==> config.mk <==
export PLATFORM = sky130hd
export DESIGN_NAME = rss_exec
export DESIGN_NICKNAME = d
export VERILOG_FILES = /design/src/rtl/rss_exec.v /design/src/rtl/rss_alu.v /design/src/rtl/rss_addr.v
export VERILOG_INCLUDE_DIRS = /design/src /design/src/rtl
export SDC_FILE = /design/constraint.sdc
export NUM_CORES = 1
export LEC_CHECK = 0
export ABC_CLOCK_PERIOD_IN_PS = 8100
export BUFFER_PORTS_ARGS = -buffer_cell sky130_fd_sc_hd__buf_4
export CORE_ASPECT_RATIO = 2
export CORE_MARGIN = 8
export CORE_UTILIZATION = 30
export DETAILED_ROUTE_END_ITERATION = 10
export GPL_ROUTABILITY_DRIVEN = 0
export PLACE_DENSITY = 0.52
export SYNTH_ARGS = -nofsm -noshare
export SYNTH_HDL_FRONTEND = slang
export SYNTH_HIERARCHICAL = 1
export SYNTH_SLANG_ARGS = --single-unit
==> constraint.sdc <==
create_clock -name CLK -period 8.1 [get_ports CLK]
set_input_delay 1.62 -clock CLK [delete_from_list [all_inputs] [get_ports CLK]]
set_output_delay 1.62 -clock CLK [all_outputs]
set_load 0.02 [all_outputs]
==> src/rtl/rss_defines.vh <==
`ifndef RSS_DEFINES_VH
`define RSS_DEFINES_VH
// axi-lite register byte offsets
`define RSS_OFF_CTRL 4'h0
`define RSS_OFF_INSN 4'h4
`define RSS_OFF_WREG 4'h8
`define RSS_OFF_STAT 4'hC
// control register fields
`define RSS_CTRL_EXT_BIT 0
`define RSS_CTRL_BANK_LO 8
// status register fields
`define RSS_ST_C 0
`define RSS_ST_DC 1
`define RSS_ST_Z 2
`define RSS_ST_OV 3
`define RSS_ST_N 4
`define RSS_ST_PD 5
`define RSS_ST_TO 6
`define RSS_ST_SLEEP 7
`define RSS_ST_BUSY 8
// opcode fields, upper bits of the 16-bit word; sleep is the whole word
`define RSS_OP_RLNCF6 6'h11
`define RSS_OP_RRCF6 6'h0C
`define RSS_OP_RRNCF6 6'h10
`define RSS_OP_SUBFWB6 6'h15
`define RSS_OP_SUBWF6 6'h17
`define RSS_OP_SET7 7'h34
`define RSS_OP_SLEEP 16'h0003
// indexed literal offset limit, 95
`define RSS_IDX_MAX 8'h5F
// access bank upper part base
`define RSS_ACC_HI 8'h60
// reset values
`define RSS_RST_STAT 9'h060
`define RSS_RST_BANK 4'h0
`endif

==> src/rtl/rss_exec.v <==
// Chosen here: the AXI4-Lite slave port and the placing of the registers.
`timescale 1ns/1ps
`include "rss_defines.vh"
// What this block does
// RQ1 - rotate left without carry moves bit 7 to bit 0 and updates only N and Z.
// RQ2 - rotate right through carry puts old carry in bit 7 and old bit 0 in carry.
// RQ3 - rotate right without carry moves bit 0 to bit 7, keeps carry, updates N and Z.
// RQ4 - set register writes FFh to the location, touches no flag and has no destination bit.
// RQ5 - destination bit 0 writes W, 1 writes back to the register.
// RQ6 - access bit 0 uses the access bank, 1 takes the bank from the bank select register.
// RQ7 - extended set, access bit 0 and address up to 95 select indexed literal offset mode.
// RQ8 - sleep clears power-down, sets time-out and clears the watchdog and postscaler.
// RQ9 - in the same cycle as the status update sleep stops the oscillator and enters the sleep state.
// RQ10 - a watchdog wake from sleep clears the time-out bit.
// RQ11 - sub register from W with borrow computes W minus f minus inverted carry, all five flags.
// RQ12 - sub W from register computes f minus W to the chosen destination, all five flags.
// RQ13 - carry after a subtraction is an inverted borrow.
// RQ14 - each instruction is one word and one cycle of decode, read, process and write.
module rss_exec (
    // clock and reset
    input wire CLK,
    input wire RESET_N,
    // axi4-lite write address
    input wire [3:0] S_AXI_AWADDR,
    input wire S_AXI_AWVALID,
    output wire S_AXI_AWREADY,
    // axi4-lite write data
    input wire [31:0] S_AXI_WDATA,
    input wire [3:0] S_AXI_WSTRB,
    input wire S_AXI_WVALID,
    output wire S_AXI_WREADY,
    // axi4-lite write response
    output reg [1:0] S_AXI_BRESP,
    output reg S_AXI_BVALID,
    input wire S_AXI_BREADY,
    // axi4-lite read address
    input wire [3:0] S_AXI_ARADDR,
    input wire S_AXI_ARVALID,
    output wire S_AXI_ARREADY,
    // axi4-lite read data
    output reg [31:0] S_AXI_RDATA,
    output reg [1:0] S_AXI_RRESP,
    output reg S_AXI_RVALID,
    input wire S_AXI_RREADY,
    // data memory port
    output reg [11:0] MEM_ADDR,
    output reg MEM_RD,
    input wire [7:0] MEM_RDATA,
    output reg MEM_WR,
    output reg [7:0] MEM_WDATA,
    // indirect base for indexed mode
    input wire [7:0] FSR2_VAL,
    // watchdog and power control
    input wire WDT_WAKE,
    output reg WDT_CLEAR,
    output reg OSC_STOP
);
    localparam [3:0] ST_IDLE = 4'b0001;
    localparam [3:0] ST_READ = 4'b0010;
    localparam [3:0] ST_PROC = 4'b0100;
    localparam [3:0] ST_WRITE = 4'b1000;

    reg [3:0] state_r;
    reg [15:0] insn_r;
    reg [7:0] w_r;
    reg [7:0] f_r;
    reg [8:0] stat_r;
    reg ext_r;
    reg [3:0] bank_r;
    reg have_aw_r;
    reg have_w_r;
    reg [3:0] awaddr_r;
    reg [31:0] wdata_r;
    reg [3:0] wstrb_r;
    reg insn_go;

    wire [7:0] alu_res;
    wire [4:0] alu_flags;
    wire [4:0] alu_we;
    wire [11:0] eff_addr;
    wire sleeping = stat_r[`RSS_ST_SLEEP];

    // opcode decode, used in several places
    function [6:0] rss_decode;
        input [15:0] ins;
        begin
            rss_decode[0] = (ins[15:10] == `RSS_OP_RLNCF6);
            rss_decode[1] = (ins[15:10] == `RSS_OP_RRCF6);
            rss_decode[2] = (ins[15:10] == `RSS_OP_RRNCF6);
            rss_decode[3] = (ins[15:10] == `RSS_OP_SUBFWB6);
            rss_decode[4] = (ins[15:10] == `RSS_OP_SUBWF6);
            rss_decode[5] = (ins[15:9] == `RSS_OP_SET7);
            rss_decode[6] = (ins == `RSS_OP_SLEEP);
        end
    endfunction

    wire [6:0] dec = rss_decode(insn_r);
    wire known = |dec;
    wire dest_f = insn_r[9] | dec[5]; // see RQ4 see RQ5

    rss_alu u_alu (
        .op_rlnc(dec[0]),
        .op_rrc(dec[1]),
        .op_rrnc(dec[2]),
        .op_sub_reg_from_w_borrow(dec[3]),
        .op_sub_w_from_reg(dec[4]),
        .op_set(dec[5]),
        .f_val(f_r),
        .w_val(w_r),
        .c_in(stat_r[`RSS_ST_C]),
        .res(alu_res),
        .flags(alu_flags),
        .flag_we(alu_we)
    );

    rss_addr u_addr (
        .f_addr(insn_r[7:0]),
        .acc_bit(insn_r[8]),
        .ext_en(ext_r),
        .bank_sel(bank_r),
        .fsr2_val(FSR2_VAL),
        .mem_addr(eff_addr),
        .indexed()
    );

    // axi handshakes: one write and one read outstanding
    assign S_AXI_AWREADY = !have_aw_r && !S_AXI_BVALID;
    assign S_AXI_WREADY = !have_w_r && !S_AXI_BVALID;
    assign S_AXI_ARREADY = !S_AXI_RVALID;

    wire wr_fire = have_aw_r && have_w_r && !S_AXI_BVALID;
    wire wr_ok = (awaddr_r == `RSS_OFF_CTRL) || (awaddr_r == `RSS_OFF_INSN) ||
                 (awaddr_r == `RSS_OFF_WREG);

    // write channel capture and register writes
    always @(posedge CLK or negedge RESET_N) begin
        if (!RESET_N) begin
            have_aw_r <= 1'b0;
            have_w_r <= 1'b0;
            awaddr_r <= 4'h0;
            wdata_r <= 32'h00000000;
            wstrb_r <= 4'h0;
            S_AXI_BVALID <= 1'b0;
            S_AXI_BRESP <= 2'b00;
            ext_r <= 1'b0;
            bank_r <= `RSS_RST_BANK;
            insn_r <= 16'h0000;
            insn_go <= 1'b0;
        end else begin
            insn_go <= 1'b0;
            if (S_AXI_AWVALID && S_AXI_AWREADY) begin
                have_aw_r <= 1'b1;
                awaddr_r <= {S_AXI_AWADDR[3:2], 2'b00};
            end
            if (S_AXI_WVALID && S_AXI_WREADY) begin
                have_w_r <= 1'b1;
                wdata_r <= S_AXI_WDATA;
                wstrb_r <= S_AXI_WSTRB;
            end
            if (S_AXI_BVALID && S_AXI_BREADY)
                S_AXI_BVALID <= 1'b0;
            if (wr_fire) begin
                have_aw_r <= 1'b0;
                have_w_r <= 1'b0;
                S_AXI_BVALID <= 1'b1;
                S_AXI_BRESP <= wr_ok ? 2'b00 : 2'b10;
                if (awaddr_r == `RSS_OFF_CTRL) begin
                    if (wstrb_r[0])
                        ext_r <= wdata_r[`RSS_CTRL_EXT_BIT];
                    if (wstrb_r[1])
                        bank_r <= wdata_r[`RSS_CTRL_BANK_LO+3:`RSS_CTRL_BANK_LO];
                end
                // new instruction only when idle and awake
                if (awaddr_r == `RSS_OFF_INSN && state_r == ST_IDLE && !sleeping && (&wstrb_r[1:0])) begin
                    insn_r <= wdata_r[15:0];
                    insn_go <= 1'b1;
                end
            end
        end
    end

    // read channel
    always @(posedge CLK or negedge RESET_N) begin
        if (!RESET_N) begin
            S_AXI_RVALID <= 1'b0;
            S_AXI_RDATA <= 32'h00000000;
            S_AXI_RRESP <= 2'b00;
        end else begin
            if (S_AXI_RVALID && S_AXI_RREADY)
                S_AXI_RVALID <= 1'b0;
            if (S_AXI_ARVALID && S_AXI_ARREADY) begin
                S_AXI_RVALID <= 1'b1;
                S_AXI_RRESP <= 2'b00;
                case ({S_AXI_ARADDR[3:2], 2'b00})
                    `RSS_OFF_CTRL: S_AXI_RDATA <= {20'h00000, bank_r, 7'h00, ext_r};
                    `RSS_OFF_INSN: S_AXI_RDATA <= {16'h0000, insn_r};
                    `RSS_OFF_WREG: S_AXI_RDATA <= {24'h000000, w_r};
                    `RSS_OFF_STAT: S_AXI_RDATA <= {23'h000000, state_r != ST_IDLE, stat_r[7:0]};
                    default: begin
                        S_AXI_RDATA <= 32'h00000000;
                        S_AXI_RRESP <= 2'b10;
                    end
                endcase
            end
        end
    end

    // four-phase instruction cycle: decode, read, process, write
    always @(posedge CLK or negedge RESET_N) begin
        if (!RESET_N) begin
            state_r <= ST_IDLE;
            w_r <= 8'h00;
            f_r <= 8'h00;
            stat_r <= `RSS_RST_STAT;
            MEM_ADDR <= 12'h000;
            MEM_RD <= 1'b0;
            MEM_WR <= 1'b0;
            MEM_WDATA <= 8'h00;
            WDT_CLEAR <= 1'b0;
            OSC_STOP <= 1'b0;
        end else begin
            MEM_RD <= 1'b0;
            MEM_WR <= 1'b0;
            WDT_CLEAR <= 1'b0;
            if (wr_fire && awaddr_r == `RSS_OFF_WREG && wstrb_r[0])
                w_r <= wdata_r[7:0];
            // watchdog wake leaves sleep and clears time-out
            if (sleeping && WDT_WAKE) begin
                stat_r[`RSS_ST_TO] <= 1'b0; // see RQ10
                stat_r[`RSS_ST_SLEEP] <= 1'b0;
                OSC_STOP <= 1'b0;
            end
            case (state_r)
                ST_IDLE: begin
                    if (insn_go)
                        state_r <= ST_READ; // see RQ14
                end
                ST_READ: begin
                    MEM_ADDR <= eff_addr;
                    MEM_RD <= known && !dec[6];
                    state_r <= ST_PROC;
                end
                ST_PROC: begin
                    f_r <= MEM_RDATA;
                    state_r <= ST_WRITE;
                end
                ST_WRITE: begin
                    state_r <= ST_IDLE;
                    if (dec[6]) begin
                        stat_r[`RSS_ST_PD] <= 1'b0; // see RQ8
                        stat_r[`RSS_ST_TO] <= 1'b1; // see RQ8
                        WDT_CLEAR <= 1'b1; // see RQ8
                        stat_r[`RSS_ST_SLEEP] <= 1'b1; // see RQ9
                        OSC_STOP <= 1'b1; // see RQ9
                    end else if (known) begin
                        if (dest_f) begin
                            MEM_WR <= 1'b1; // see RQ5
                            MEM_WDATA <= alu_res;
                        end else begin
                            w_r <= alu_res; // see RQ5
                        end
                        stat_r[4:0] <= (stat_r[4:0] & ~alu_we) | (alu_flags & alu_we);
                    end
                end
                default: state_r <= ST_IDLE;
            endcase
        end
    end
endmodule // rss_exec

==> src/rtl/rss_alu.v <==
`timescale 1ns/1ps
`include "rss_defines.vh"
module rss_alu (
    // operation select, one-hot
    input wire op_rlnc,
    input wire op_rrc,
    input wire op_rrnc,
    input wire op_sub_reg_from_w_borrow,
    input wire op_sub_w_from_reg,
    input wire op_set,
    // operands
    input wire [7:0] f_val,
    input wire [7:0] w_val,
    input wire c_in,
    // results
    output reg [7:0] res,
    output reg [4:0] flags,
    output reg [4:0] flag_we
);
    reg [8:0] diff;
    reg [4:0] nib;
    reg [7:0] a;
    reg [7:0] b;
    reg bin;
    // rotate and subtract datapath; subtraction as a + ~b + carry
    always @* begin
        a = op_sub_reg_from_w_borrow ? w_val : f_val;
        b = op_sub_reg_from_w_borrow ? f_val : w_val;
        bin = op_sub_reg_from_w_borrow ? c_in : 1'b1;
        diff = {1'b0, a} + {1'b0, ~b} + {8'h00, bin};
        nib = {1'b0, a[3:0]} + {1'b0, ~b[3:0]} + {4'h0, bin};
        res = 8'h00;
        flags = 5'h00;
        flag_we = 5'h00;
        if (op_rlnc) begin
            res = {f_val[6:0], f_val[7]}; // see RQ1
            flag_we = 5'h14;
        end else if (op_rrc) begin
            res = {c_in, f_val[7:1]}; // see RQ2
            flags[`RSS_ST_C] = f_val[0];
            flag_we = 5'h15;
        end else if (op_rrnc) begin
            res = {f_val[0], f_val[7:1]}; // see RQ3
            flag_we = 5'h14;
        end else if (op_sub_reg_from_w_borrow || op_sub_w_from_reg) begin
            res = diff[7:0]; // see RQ11 see RQ12
            flags[`RSS_ST_C] = diff[8]; // see RQ13
            flags[`RSS_ST_DC] = nib[4];
            flags[`RSS_ST_OV] = (a[7] != b[7]) && (diff[7] != a[7]);
            flag_we = 5'h1F;
        end else if (op_set) begin
            res = 8'hFF; // see RQ4
        end
        flags[`RSS_ST_Z] = (res == 8'h00);
        flags[`RSS_ST_N] = res[7];
    end
endmodule // rss_alu

==> src/rtl/rss_addr.v <==
`timescale 1ns/1ps
`include "rss_defines.vh"
module rss_addr (
    // operand fields
    input wire [7:0] f_addr,
    input wire acc_bit,
    input wire ext_en,
    input wire [3:0] bank_sel,
    input wire [7:0] fsr2_val,
    // resolved data memory address
    output reg [11:0] mem_addr,
    output reg indexed
);
    // bank selection and indexed literal offset mode
    always @* begin
        indexed = ext_en && !acc_bit && (f_addr <= `RSS_IDX_MAX); // see RQ7
        if (indexed) begin
            mem_addr = {4'h0, fsr2_val + f_addr};
        end else if (!acc_bit) begin
            mem_addr = (f_addr >= `RSS_ACC_HI) ? {4'hF, f_addr} : {4'h0, f_addr}; // see RQ6
        end else begin
            mem_addr = {bank_sel, f_addr}; // see RQ6
        end
    end
endmodule // rss_addr

---- Word-level counts from Yosys, hierarchy flattened ----
Index checks and enable logic that the tools add are counted.
Widths: inputs -> output; s select.
cells by class
  $add $sub $neg .......................... 5
  magnitude comparators ................... 2
  eq/ne operators ......................... 20
  muxes and demuxes ....................... 58
  bitwise logic cells ..................... 8
  reduce and logical (&&, ||, !) cells .... 44
operator list
  operator             count
  $pmux 32 s4          1
  $mux 8               13
  $mux 12              3
  $mux 5               6
  $mux 1               27
  $eq 6x5->1 const B   4
  $logic_and 1x1->1    19
  $eq 16x2->1 const B  1
  $pmux 4 s3           1
  $and 5x5->5          2
  $mux 2               5
  $add 8x8->9          1
  $add 9x1->9          1
  $reduce_and 3->1     3
  $add 8x8->8          1
  $ge 8x7->1 const B   1
  $le 8x7->1 const B   1
  $logic_not 8->1      1
  $not 8->8            1
  $reduce_bool 2->1    4
  $eq 7x6->1 const B   1
  $logic_not 1->1      7
  $reduce_or 7->1      1
  $eq 2x2->1 const B   3
  other kinds (23)     29
word-level totals
  flip-flop bits (word level) ............. 132
  input port bits ......................... 68
  output and inout port bits .............. 65
  word-level logic and storage cells ...... 162

---- Depth between registers and ports, before layout ----
  depth in word-level cells ............... 16
  gate-level depth with buffers ........... 18
  mapped depth without buffers ............ 15

---- Cells and area by module ----
Netlist, hierarchy kept.
by module, submodules not included
  module    times used  cells an instance  area each (sq um)  sequential area each (sq um)
  rss_exec  1           406                5183.7             2881.5
  rss_alu   1           137                962.2              0.0
  rss_addr  1           71                 503.0              0.0

---- Worst setup path before layout ----
No wires, ideal clock.
  path kind ............................... register to register
  start point ............................. register insn_r[15]
  end point ............................... register MEM_WDATA[7]
  setup time .............................. 126 ps
  arrival ................................. 4165 ps
  required time ........................... 7974 ps
  setup slack ............................. 3809 ps
  cell stages (with the launch flop) ...... 19
  path buffers ............................ 4
  clock period less this slack ............ 4291 ps
  cell sequence ........................... dfrtp_1 > clkbuf_1 > or4_1 > nor2_1 > buf_2 > buf_1 > mux2i_1 > inv_1 > ha_1 > nor2b_1 > o2111ai_1 > a31oi_1 > o31ai_2 > mux2i_1 > a22o_1 > buf_4 > nand2_1 > a21oi_1 > a311o_1
between the ends
  word-level cells in the longest chain between the ends .. 9
  elaborated cells on any way between the ends .. 23
  classes of those cells .................. 2 x add/sub; 7 x eq/ne; 8 x mux; 3 x bitwise; 3 x reduce/logical
ends and longest elaborated chain
  element                          line            text
  start, declared                  rss_exec.v:64   reg [15:0] insn_r;
  start signal, assigned           rss_exec.v:175  insn_r <= wdata_r[15:0];
  $eq 6x5->1 (no source line) (*)  --
  net dec[3]                       rss_exec.v:97   wire [6:0] dec = rss_decode(insn_r);
  $mux 8                           rss_alu.v:28    b = op_sub_reg_from_w_borrow ? f_val : w_val;
  $not 8->8                        rss_alu.v:30    diff = {1'b0, a} + {1'b0, ~b} + {8'h00, bin};
  $add 8x8->9                      rss_alu.v:30
  $add 9x1->9                      rss_alu.v:30
  $mux 8 (*)                       rss_alu.v:45    end else if (op_sub_reg_from_w_borrow || op_sub_w_from_reg) begin
  $mux 8 (*)                       rss_alu.v:42    end else if (op_rrnc) begin
  $mux 8 (*)                       rss_alu.v:38    end else if (op_rrc) begin
  $mux 8 (*)                       rss_alu.v:35    if (op_rlnc) begin
  net alu_flags[4]                 rss_exec.v:78   wire [4:0] alu_flags;
  end signal, assigned             rss_exec.v:258  MEM_WDATA <= alu_res;
  end, declared                    rss_exec.v:50   output reg [7:0] MEM_WDATA,
The timed path passes the listed nets; every way through them passes the cells marked *.
A chain may end at the register's enable or synchronous reset.

==> results by group <==
Place
  • HPWL after detailed placement: 15900 µm
  • Placed insts: between 900 and 1k
  • IO buf count: 91
  • Placed cell area: 7500 µm²
  • Pre-CTS setup slack: between 3000 and 4000 ps

Global route
  • Gr ovfl total: 0
  • Largest net degree at the start of global routing: 80
  • Met3 Usage GRT: 2.84%
  • Initial antenna violation count: 0
  • M2 GR Usage: 29.7%
  • Met1 Use GR: ~14%
  • GRT busiest layer: met2
  • First-pass GRT wire length: 31300 µm
  • Number of global-route vias before repair: 5547
  • Tot GR Track Use: 15.1%

Worst setup path
  • CP max FO: 21
  • Critical path class: register to register
  • Worst r2r src: insn_r[14]
  • Setup crit end kind: register
  • CP startpoint kind: register
  • WP data required: 8460 ps
  • Worst setup startpoint: insn_r[14]
  • Critical Path AT: 4790 ps

Synth
  • Post-synth EDFFs: 0
  • Ys flop type: dfrtp_1
  • Register area share after synthesis: a little over two fifths
  • Post-synth top area cell: dfrtp_1
  • Avg Inst Size Synth: 10.8 µm²
  • Synth top area share: 42.2%
  • Synth Cell Area: 6650 µm²
  • Post-synth top cells: 112 x dfrtp_1, 88 x mux2_2, 51 x nand2_1
  • Yosys cell types: 83
  • Mapped Cells: 614
  • Synth top area cells: dfrtp_1 42%, mux2_2 15%, nand2_1 2.9%
  • Count leader, synth: dfrtp_1
  • Post-synth ARST share: 100%
  • Yosys warns: 6
  • Flip-flop and latch count after synthesis: 115

Clock network
  • CTS Root Cell: clkbuf_16
  • Num CTS Buffers: 17
  • Clock buffer depth: 2
  • Setup bufs post-CTS: 0
  • Clk sinks: 115
  • Clock-pin slew on the worst setup and hold paths: roughly 50 ps
  • H-tree level count: 4
  • Hold buffers post-CTS: 0
  • CTS tree: done
  • CTS resizes: 0
  • Clk_lat worst skew: approximately 410 ps

STA
  • Relative slew slack: 21.7%
  • RSZ-0062 raised after global routing: false
  • Final worst slack: approximately 3700 ps
  • Least-Margin Pin Slew: ~1100 ps
  • Post-Route Setup TNS: 0 ps
  • Final hold vios: 0
  • Final setup violation count: 0
  • Skew final: 6.87 ps
  • Slew Viols, Final: 0
  • Tmin final: 4430 ps
  • Max frequency: approximately 0.23 GHz
  • Period utilization: about 55%

Status
  • Status: finished clean

Layout
  • Area Overhead vs Synth: 21.6%
  • Layout filler cell count: 2185
  • Fin util: 36.8%
  • N_diodes: 0
  • Register area: 2880 µm²
  • Non-filler cells, final: roughly 990
  • Final Instance Area: 8080 µm²
  • Share of post-route cells with drive strength above 1: a little over a third
  • Nets@finish: 781
  • Area of the multi-input gates: ~3400 µm²

Floorplan
  • # IOs: 133
  • Die Footprint: 27500 µm²
  • Die height: 227 µm
  • Starting Density: approximately 30%
  • Site row count: 77
  • Core Region: around 22000 µm²
  • DIE WIDTH: 121 µm

Routing
  • Antenna-violating nets left: 0
  • Via density: 5.17
  • Initial drt markers: 259
  • Drt pass-1 iters: 4
  • WL per Instance: 20.5 µm
  • Via count: 5096
  • Residual DRC: 0
  • Routed wire length: 20200 µm

Worst hold path
  • Min-delay src: stat_r[6]
  • Hold WC Path Type: register to register

Power and ir drop
  • Pwr/cell area: 321 nW/µm²
  • Pleak: 3.78 nW
  • Highest ir drop seen on vdd: 0.133 mV

Run
  • Maxcap violations: 0
==> per-stage QoR <==
stage / total power [mW] / hold WS, ps
2_1_floorplan: 1.54 / 432
3_3_place_gp: 1.84 / 446
3_5_place_dp: 1.88 / 446
4_1_cts: 2.62 / 454
5_1_grt: 2.75 / 484
6_report: 2.60 / 454
==> cell families (layout without fill, tap and decap cells) <==
group | after synthesis | count (layout) | synth area share [%]
buffers and inverters | 79 | 157 | 6.10
AO/OA/AOI/OAI | 130 | 130 | 14.3
flip-flops | 115 | 115 | 43.3
XOR/XNOR | 6 | 6 | 0.791
other | 1 | 19 | 0.0564
multiplexers | 112 | 112 | 19.4
adder cells (fa/ha/maj) | 16 | 16 | 3.35
AND/OR/NAND/NOR | 155 | 155 | 12.6
==> power by group <==
group | switching (mW) | internal, mW | leakage [nW]
clock network | 0.259 | 0.475 | 0.283
registers | 0.223 | 0.729 | 1.51
logic | 0.475 | 0.436 | 1.99
==> area by class of cell <==
class                   instances  area share (%)
multi-input cells             438            42.6
flip-flops and latches        115            35.6
repair buffers                 97            9.01
clock buffers                  23            5.91
well taps                     276            4.27
inverters                      28            1.30
clock inverters                 9            1.28
==> cells in the final DEF, fill, tap and decap left out, drive strengths merged, types with 4 or more instances in the layout <==
master | netlist | routed
a311o | 8 | 8
o31ai | 6 | 6
o311ai | 5 | 5
a211oi | 5 | 5
or4 | 8 | 8
a22o | 5 | 5
nor4 | 5 | 5
dfrtp | 112 | 112
mux2 | 97 | 97
o21ai | 30 | 30
a31oi | 6 | 6
nor3b | 4 | 4
or2 | 6 | 6
a21oi | 22 | 22
ha | 13 | 13
inv | 28 | 28
mux2i | 14 | 14
clkbuf | 19 | 23
conb | 1 | 19
nor2 | 28 | 28
nor4b | 4 | 4
nand3 | 5 | 5
clkinv | 0 | 5
buf | 32 | 97
o21a | 4 | 4
nor2b | 5 | 5
and2 | 4 | 4
nand2 | 52 | 52
a22oi | 7 | 7
nand2b | 6 | 6
nor3 | 9 | 9
==> state kept, by name, indices dropped and copies added, names as in the netlist, 2 cells and up, named ones only <==
name / cells
MEM_ADDR: 12
MEM_WDATA: 8
S_AXI_RDATA: 16
awaddr_r: 2
bank_r: 4
f_r: 8
insn_r: 16
stat_r: 2
state_r: 4
w_r: 8
wdata_r: 16
wstrb_r: 2
==> worst paths after layout <==
kind / end / slack, ps / cells after the start
max: register / 3670 / 14
min in group asynchronous: MEM_WR / 1170 / 1
min reg2reg: stat_r[6] / 450 / 2
min: stat_r[6] / 450 / 2
max in group asynchronous: MEM_ADDR[8] / 5540 / 2
max reg2reg: register / 3670 / 14
==> metal layers <==
metal	up-vias	routed length [µm]	part of all wire, %
met5	-	0	0
met3	43	810	4.0
met2	127	11800	58
met4	0	901	4.5
met1	2543	6700	33
li1	2383	-	-
==> critical path, cell delays in order (launching register included) <==
cell,delay (ps)
dfrtp_1,510
inv_1,160
or4_1,480
nor2_1,130
buf_4,300
mux2_2,390
fa_1,450
fa_1,400
nand2b_1,230
a311oi_2,290
o221ai_1,170
nor4_1,390
nand4b_1,180
a21oi_2,130
mux2_2,150
Note: power is estimated with default switching activity, not from simulation.
